==> src/core/vout_ctrl_pkg.sv <==
// Constants shared by the output voltage configuration register and its decoder.
package vout_ctrl_pkg;

   // ----------------------------------------------------------------------
   // Register map
   // ----------------------------------------------------------------------
   localparam int        ADDR_W                 = 8;
   localparam int        DATA_W                 = 8;
   localparam logic [7:0] VOUT_CTRL_ADDR        = 8'h06;
   localparam logic [7:0] VOUT_CTRL_RESET       = 8'hAA;
   localparam logic [7:0] READ_UNMAPPED_VALUE   = 8'h00;

   // ----------------------------------------------------------------------
   // Field positions
   // ----------------------------------------------------------------------
   localparam int        ENABLE_BIT             = 7;
   localparam int        RANGE_MSB              = 6;
   localparam int        RANGE_LSB              = 5;
   localparam int        CODE_MSB               = 4;
   localparam int        CODE_LSB               = 1;
   localparam int        UNUSED_BIT             = 0;

   // ----------------------------------------------------------------------
   // Range encodings and voltages in millivolts
   // ----------------------------------------------------------------------
   localparam logic [1:0] RANGE_TABLE_LOW       = 2'h0;
   localparam logic [1:0] RANGE_LINEAR_LOW      = 2'h1;
   localparam logic [1:0] RANGE_TABLE_HIGH      = 2'h2;
   localparam logic [1:0] RANGE_LINEAR_HIGH     = 2'h3;
   localparam int        MV_W                   = 12;
   localparam logic [11:0] LINEAR_LOW_BASE_MV   = 12'd1300;
   localparam logic [11:0] LINEAR_HIGH_BASE_MV  = 12'd1800;
   localparam logic [11:0] LINEAR_STEP_MV       = 12'd100;
   localparam logic [11:0] RAIL_OFF_MV          = 12'd0;
   localparam logic [11:0] TARGET_RESET_MV      = 12'd1800;

   typedef logic [11:0] mv_table_t [16];

   localparam mv_table_t TABLE_LOW_MV = '{
      12'd1100, 12'd1200, 12'd1250, 12'd1333, 12'd1417, 12'd1500, 12'd1583, 12'd1667,
      12'd1750, 12'd1833, 12'd1917, 12'd2000, 12'd2083, 12'd2167, 12'd2250, 12'd2333};

   localparam mv_table_t TABLE_HIGH_MV = '{
      12'd1500, 12'd1583, 12'd1667, 12'd1750, 12'd1833, 12'd1917, 12'd2000, 12'd2083,
      12'd2167, 12'd2250, 12'd2333, 12'd2417, 12'd2500, 12'd2583, 12'd2667, 12'd2750};

endpackage

==> src/core/vout_target_decode.sv <==
// Combinational decode of range select and voltage code into a target in millivolts.
`timescale 1ns/1ps
module vout_target_decode
   import vout_ctrl_pkg::*;
(
   input  wire logic [1:0]  output_range_select_i,
   input  wire logic [3:0]  output_voltage_code_i,
   output logic      [11:0] target_mv_o
);

   // ----------------------------------------------------------------------
   // Decode
   // ----------------------------------------------------------------------
   // The linear ranges weigh the code bits 800, 400, 200 and 100 mV.
   always_comb begin
      case (output_range_select_i)
         RANGE_TABLE_LOW: begin
            target_mv_o = TABLE_LOW_MV[output_voltage_code_i];
         end
         RANGE_LINEAR_LOW: begin
            target_mv_o = 12'(LINEAR_LOW_BASE_MV + LINEAR_STEP_MV * output_voltage_code_i);
         end
         RANGE_TABLE_HIGH: begin
            target_mv_o = TABLE_HIGH_MV[output_voltage_code_i];
         end
         RANGE_LINEAR_HIGH: begin
            target_mv_o = 12'(LINEAR_HIGH_BASE_MV + LINEAR_STEP_MV * output_voltage_code_i);
         end
         default: begin
            target_mv_o = RAIL_OFF_MV;
         end
      endcase
   end

endmodule

==> src/core/vout_ctrl_reg.sv <==
// Output voltage control register with read port and regulation target decode.
`timescale 1ns/1ps
// What this block does
// - Register sits at address 0x06 and resets to 1010 1010.
// - Bit 7 enables switching; when cleared the regulated output is pulled low.
// - Range 00 decodes the code through a fixed sixteen-entry lookup, 1.1 to 2.333 V.
// - Range 01 gives 1.30 V plus code times 100 mV.
// - Range 10 maps codes onto 1.5 V through 2.75 V in about 83.3 mV steps.
// - Range 11 gives 1.80 V plus code times 100 mV.
// - Code lives in bits 4:1; linear ranges weigh bits 800, 400, 200, 100 mV.
module vout_ctrl_reg
   import vout_ctrl_pkg::*;
(
   input  wire logic              ref_clk_i,
   input  wire logic              rst_n_i,
   input  wire logic [ADDR_W-1:0] reg_addr_i,
   input  wire logic              reg_wr_en_i,
   input  wire logic [DATA_W-1:0] reg_wr_data_i,
   input  wire logic              reg_rd_en_i,
   output logic      [DATA_W-1:0] reg_rd_data_o,
   output logic                   switcher_output_enable_o,
   output logic      [1:0]        output_range_select_o,
   output logic      [3:0]        output_voltage_code_o,
   output logic                   switching_node_output_o,
   output logic      [MV_W-1:0]   regulated_rail_voltage_o
);

   // ----------------------------------------------------------------------
   // Storage
   // ----------------------------------------------------------------------
   logic [DATA_W-1:0] vout_ctrl_reg;
   logic [DATA_W-1:0] vout_ctrl_next;
   logic [DATA_W-1:0] rd_data_reg;
   logic [MV_W-1:0]   rail_mv_reg;
   logic              switching_reg;
   logic [MV_W-1:0]   decoded_mv;
   logic              hit_wr;
   logic              hit_rd;

   assign hit_wr = reg_wr_en_i && (reg_addr_i == VOUT_CTRL_ADDR);
   assign hit_rd = reg_rd_en_i && (reg_addr_i == VOUT_CTRL_ADDR);

   // Bit 0 has no storage, so a written 1 is dropped here.
   always_comb begin
      vout_ctrl_next             = vout_ctrl_reg;
      if (hit_wr) begin
         vout_ctrl_next          = reg_wr_data_i;
      end
      vout_ctrl_next[UNUSED_BIT] = 1'b0;
   end

   always_ff @(posedge ref_clk_i or negedge rst_n_i) begin
      if (!rst_n_i) begin
         vout_ctrl_reg <= VOUT_CTRL_RESET;
      end else begin
         vout_ctrl_reg <= vout_ctrl_next;
      end
   end

   // ----------------------------------------------------------------------
   // Read port
   // ----------------------------------------------------------------------
   // Read data appears one cycle after the request and holds until the next read.
   always_ff @(posedge ref_clk_i or negedge rst_n_i) begin
      if (!rst_n_i) begin
         rd_data_reg <= READ_UNMAPPED_VALUE;
      end else if (hit_rd) begin
         rd_data_reg <= vout_ctrl_reg;
      end else if (reg_rd_en_i) begin
         rd_data_reg <= READ_UNMAPPED_VALUE;
      end
   end

   assign reg_rd_data_o = rd_data_reg;

   // ----------------------------------------------------------------------
   // Field outputs and regulation target
   // ----------------------------------------------------------------------
   assign switcher_output_enable_o = vout_ctrl_reg[ENABLE_BIT];
   assign output_range_select_o    = vout_ctrl_reg[RANGE_MSB:RANGE_LSB];
   assign output_voltage_code_o    = vout_ctrl_reg[CODE_MSB:CODE_LSB];

   vout_target_decode u_decode (
      .output_range_select_i (vout_ctrl_reg[RANGE_MSB:RANGE_LSB]),
      .output_voltage_code_i (vout_ctrl_reg[CODE_MSB:CODE_LSB]),
      .target_mv_o           (decoded_mv)
   );

   // A disabled switcher pulls the rail low, so its target reads as zero.
   always_ff @(posedge ref_clk_i or negedge rst_n_i) begin
      if (!rst_n_i) begin
         rail_mv_reg   <= TARGET_RESET_MV;
         switching_reg <= 1'b1;
      end else begin
         switching_reg <= vout_ctrl_reg[ENABLE_BIT];
         rail_mv_reg   <= vout_ctrl_reg[ENABLE_BIT] ? decoded_mv : RAIL_OFF_MV;
      end
   end

   assign switching_node_output_o  = switching_reg;
   assign regulated_rail_voltage_o = rail_mv_reg;
endmodule

==> config.mk <==
export PLATFORM = sky130hd
export DESIGN_NAME = vout_ctrl_reg
export DESIGN_NICKNAME = d
export VERILOG_FILES = /design/src/core/vout_ctrl_pkg.sv /design/src/core/vout_target_decode.sv /design/src/core/vout_ctrl_reg.sv
export SDC_FILE = /design/constraint.sdc
export NUM_CORES = 1
export LEC_CHECK = 0
export ABC_AREA = 0
export BUFFER_PORTS_ARGS = -buffer_cell sky130_fd_sc_hd__buf_2
export CAP_MARGIN = 15
export CORE_MARGIN = 3
export CORE_UTILIZATION = 25
export CTS_CLUSTER_DIAMETER = 100
export CTS_CLUSTER_SIZE = 20
export DETAILED_ROUTE_END_ITERATION = 12
export GPL_TIMING_DRIVEN = 1
export MAX_ROUTING_LAYER = met4
export SYNTH_ARGS = -nofsm -noshare
export SYNTH_HDL_FRONTEND = slang
export SYNTH_SLANG_ARGS = --single-unit
==> constraint.sdc <==
create_clock -name ref_clk_i -period 3.6 [get_ports ref_clk_i]
set_clock_uncertainty 0.15 [all_clocks]
set_input_delay 0.9 -clock ref_clk_i [delete_from_list [all_inputs] [get_ports ref_clk_i]]
set_output_delay 0.9 -clock ref_clk_i [all_outputs]
set_load 0.01 [all_outputs]
Yosys cells after proc, flatten, opt, wreduce, memory -nomap -nowiden
Memory sizes are Yosys's and may differ from the RTL's.
Cells that the tools add are included.
- register bits after elaboration: 28
- bits in read-only memories: 384
- input port bits: 20
- output and inout bits: 28
- logic and storage cells: 27
- memories kept: 2
- memory list (name ; words ; width ; rd ports ; clocked after memory_dff ; write ports ; RTL line ; RTL):
    (name not given) ; 16 ; 12 ; 1 ; 0 ; 0 ; vout_target_decode.sv:24 ; target_mv_o = TABLE_HIGH_MV[output_voltage_code_i];
    (name not given) ; 16 ; 12 ; 1 ; 0 ; 0 ; vout_target_decode.sv:18 ; target_mv_o = TABLE_LOW_MV[output_voltage_code_i];
- add/sub/neg operators: 2
- $mul: 1
- $lt $le $gt $ge: 1
- equality and inequality tests: 4
- multiplexer cells: 8
- bitwise logic cells: 1
- reductions and logical operators: 4
- operators with widths (cell ; count):
    $mux W12 ; 5
    $pmux W12 S4 ; 1
    $add A11 B11 Y12 const A ; 2
    $mux W8 ; 2
    $mul A5 B4 Y9 const A ; 1
    $eq A8 B3 Y1 const B ; 1
    $ge A5 B5 Y1 const B ; 1
    $not A4 Y5 ; 1
    $eq A2 B2 Y1 const B ; 2
    $eq A2 B1 Y1 const B ; 1
    $logic_and A1 B1 Y1 ; 2
    $logic_not A2 Y1 ; 1
    $reduce_bool A2 Y1 ; 1

Logic depth before layout (Yosys ltp)
- word-level depth: 6
- mapped depth: 12
- depth with buffers taken out: 11

Modules after synthesis
From an unflattened synthesis, not the netlist that was laid out.
- cells, all modules: 264
- area, all modules: 2332.2 sq um
- modules (own cells, without submodules) (module ; times used ; cells each ; area an instance (sq um) ; sequential area each (sq um)):
    vout_target_decode ; 1 ; 189 ; 1321.3 ; 0.0
    vout_ctrl_reg ; 1 ; 75 ; 1011.0 ; 686.9

Worst setup path before layout
No wires, ideal clock.
- kind: register to register
- from: register vout_ctrl_reg[3]
- to: register rail_mv_reg[10], in the netlist regulated_rail_voltage_o[10]
- library setup time: 0.090 ns
- arrival: 2.768 ns
- path slack: 0.592 ns
- stages on the path, launching flop included: 12
- path through: dfstp_2 -> buf_2 -> inv_1 -> ha_1 -> inv_1 -> ha_1 -> ha_1 -> nor2b_1 -> a221o_1 -> nor4_2 -> xnor2_1 -> o22ai_1
- word-level cells in the longest chain between the ends: 6
- elaborated cells between the ends (all ways): 12
- ends and longest elaborated chain (element ; RTL line ; RTL):
    start, declared ; vout_ctrl_reg.sv:31 ; logic [DATA_W-1:0] vout_ctrl_reg;
    start signal, assigned ; vout_ctrl_reg.sv:56 ; vout_ctrl_reg <= vout_ctrl_next;
    parallel branches: the longest is 4 deep, another holds $add A11 B11 Y12 ; - ;
    $pmux W12 S4 (*) ; vout_target_decode.sv:16 ; case (output_range_select_i)
    $mux W12 (*) ; vout_ctrl_reg.sv:96 ; rail_mv_reg <= vout_ctrl_reg[ENABLE_BIT] ? decoded_mv : RAIL_OFF_MV;
    end signal, assigned ; vout_ctrl_reg.sv:96 ;
    end, declared ; vout_ctrl_reg.sv:34 ; logic [MV_W-1:0] rail_mv_reg;
Every way passes the cells marked *. The select of a mux whose other input is x is not followed.
A chain may end at the register's enable or synchronous reset.

Final worst setup path
- from: register vout_ctrl_reg[3]
- to: register rail_mv_reg[9], in the netlist regulated_rail_voltage_o[9]
The elaborated chain is that of the path after synthesis.

==> results by group <==
Pwr
  • VDD IR max: 0.220 mV
  • Power per cell area: about 270 nW/um^2
  • Leakage: 1.18 nW

Route
  • Via count: 2090
  • Detailed-route wire length per cell: 14.8 um
  • Final WL: 6120 um
  • Initial DRC count: ~150
  • Drt first pass iters: 5
  • DR DRC count: 0
  • Vias per std cell: 5.06
  • Routed Antenna Nets: 0

Synth
  • Seq/Total Area, Yosys: 0.303
  • Synth warn: 0
  • Mean post-synth cell area: about 8.5 sq um
  • Post-synth EDFFs: 0
  • Synth Register Bits: 27
  • Post-Syn Area: 2260 sq um
  • Most used flip-flop cell after synthesis: dfrtp_1
  • Most frequent cell after synthesis: nand2_1
  • Post-synth ARST share: 1.00
  • Synth top area share: 0.199
  • Synth top area cells: dfrtp_1 20%, ha_1 11%, dfstp_2 10%
  • Synthesized instance count: 267
  • Syn_nets: approximately 310
  • Cell taking the most area after synthesis: dfrtp_1
  • Yosys cell types: 47
  • Top post-synthesis cells by count: 26 x nand2_1, 25 x nor2_1, 21 x o21ai_0, 20 x ha_1

Critical path
  • Crit path max fanout: 6
  • CP max stage delay: 0.61 ns
  • CP delay by family, top: adder cells
  • Max stage delay cell, worst path: dfstp_2
  • Worst Setup Start Kind: flip-flop
  • CP Buf/Inv Count: 2
  • WP data required: 3.64 ns
  • Crit-path cells: inv_1 -> ha_1 -> inv_1 -> ha_1 -> ha_1 -> nor2b_1 -> a221o_1 -> or2_1 -> a211oi_1 -> o22ai_1
  • CP endpoint kind: flip-flop
  • CP Data Arrival Time: 2.99 ns
  • Most Frequent Cell on Critical Path: ha_1
  • Kind of critical path: flip-flop to flip-flop

GRT
  • Largest net degree at the start of global routing: 43
  • Vias in the first global route: ~1900
  • Initial antenna violation count: 0
  • Total gr overflow: 0
  • Overall Global Routing Usage: 0.118
  • First-pass GRT wire length: 9520 um

STA
  • Relative slew slack: 0.599
  • Setup total negative slack: 0 ns
  • Final setup viols: 0
  • Final worst path period share: 0.821
  • Crit path time final: roughly 3 ns
  • Unrepaired setup endpoints after global routing: false
  • FMAX: 338 MHz
  • Final Max Slew Viols: 0
  • Tightest Pin Transition: between 0.6 and 0.7 ns
  • Hold_ws: 0.346 ns
  • Final hold vios: 0

Floorplan
  • Die Height: approximately 100 um
  • Starting Density: 0.258
  • # rows: 34
  • IO Count: 48
  • Core area: between 8000 and 9000 sq um
  • Die width: 101 um
  • Die area: 10200 sq um

Final layout
  • Max reg flops: 12
  • Fill cells: 945
  • Number of antenna diodes: 0
  • Layout cells sized above 1: 0.259
  • Nets: 346
  • Layout overhead on the synthesized area: 16.5%

Outcome
  • Run status: completed

Clocking
  • Clock-pin slew on the worst setup and hold paths: 0.10 ns
  • CTS Sinks: 27
  • Worst-Skew Late Latency: 0.27 ns
  • Num CTS Buffers: 3
  • H-Tree Depth: 1
  • Maximum clock path buffer count: 2
  • Root buf cell: clkbuf_8
  • CTS tree: yes
  • Hold buffers post-CTS: 0
  • Setup bufs post-CTS: 0
  • CTS-repair resized insts: 0

Job
  • Max Cap Violations: 0

Placement
  • Port Buffers: 45
  • Final GP Congestion: 0.856
  • Post-DP HPWL: 4410 um

Min path
  • Worst Hold Class: flip-flop to flip-flop
==> logic make-up (layout without fill, tap and decap cells) <==
group,count (synthesis),in the layout,share of synthesized area
AND/OR/NAND/NOR,86,86,0.179
flip-flops,27,27,0.303
XOR/XNOR,8,8,0.0343
other,1,1,0.00166
AO/OA/AOI/OAI,77,77,0.218
adder cells (fa/ha/maj),20,20,0.111
buffers and inverters,34,72,0.0641
multiplexers,14,14,0.0885
==> layout make-up <==
cell class / count / area (sq um) / share of cell area
inverters: 17 / 63.8 / 0.0242
clock buffers: 3 / 41.3 / 0.0157
multi-input cells: 206 / 1430 / 0.543
clock inverters: 1 / 7.51 / 0.00285
well taps: 108 / 135 / 0.0513
repair buffers: 51 / 270 / 0.103
flip-flops and latches: 27 / 687 / 0.261
==> metrics by stage <==
| stage | instances | area [sq um] | setup slack, ns | util | total power, mW |
|---|---|---|---|---|---|
| after floorplan | 267 | 2260 | 0.592 | - | 0.464 |
| after global placement | 409 | 2590 | 0.722 | 0.295 | 0.522 |
| after detailed placement | 409 | 2590 | 0.660 | 0.295 | 0.524 |
| after CTS | 413 | 2640 | 0.634 | 0.301 | 0.708 |
| after global routing | 413 | 2640 | 0.450 | 0.301 | 0.742 |
| final | 413 | 2640 | 0.644 | 0.301 | 0.703 |
==> path summary, 6_finish.rpt <==
check / start / end / slack (ns) / cells after the start
setup reg to reg: vout_ctrl_reg[3] / regulated_rail_voltage_o[9] / 0.64 / 10
hold / removal: vout_ctrl_reg[7] / switching_node_output_o / 0.35 / 0
max in group asynchronous: rst_n_i / regulated_rail_voltage_o[11] / 2.44 / 1
setup / recovery: vout_ctrl_reg[3] / regulated_rail_voltage_o[9] / 0.64 / 10
min in group asynchronous: rst_n_i / regulated_rail_voltage_o[0] / 0.47 / 1
hold reg to reg: vout_ctrl_reg[7] / switching_node_output_o / 0.35 / 0
==> cell usage in the layout (no fill, tap or decap), drive strengths merged, types with 2 or more instances in the layout <==
cell / count
buf: 51
nand2: 26
nor2: 25
o21ai: 21
ha: 20
a21oi: 18
dfrtp: 18
inv: 15
a211oi: 11
dfstp: 9
mux2: 8
nor3: 7
nand2b: 6
nand3: 6
o311ai: 5
xnor2: 5
and3: 4
mux4: 4
a31oi: 4
xor2: 3
o31ai: 3
nor2b: 3
or2: 3
o22ai: 3
o211ai: 3
clkbuf: 3
mux2i: 2
clkinv: 2
a311oi: 2
and2: 2
nor4: 2
==> worst reg2reg max path, stage by stage, from the launching register on <==
cell      delay [ns]
dfstp_2         0.61
inv_1           0.08
ha_1            0.28
inv_1           0.04
ha_1            0.19
ha_1            0.34
nor2b_1         0.15
a221o_1         0.40
or2_1           0.28
a211oi_1        0.21
o22ai_1         0.14
==> per-layer routing <==
| metal | vias to the layer above | wire [um] | share of wire | global-route usage |
|---|---|---|---|---|
| met4 | 0 | 93 | 0.015 | 0.0348 |
| met3 | 10 | 366 | 0.060 | 0.0103 |
| met2 | 92 | 2870 | 0.47 | 0.181 |
| met1 | 959 | 2790 | 0.46 | 0.165 |
| met5 | - | 0 | 0 | - |
| li1 | 1029 | - | - | - |
==> where the power goes <==
group	internal (mW)	leakage [nW]	switching (mW)
Sequential	0.316	0.344	0.0114
Clock	0.0786	0.0217	0.104
Combinational	0.0797	0.816	0.113
Total	0.474	1.18	0.229
(Power assumes the default switching activity.)
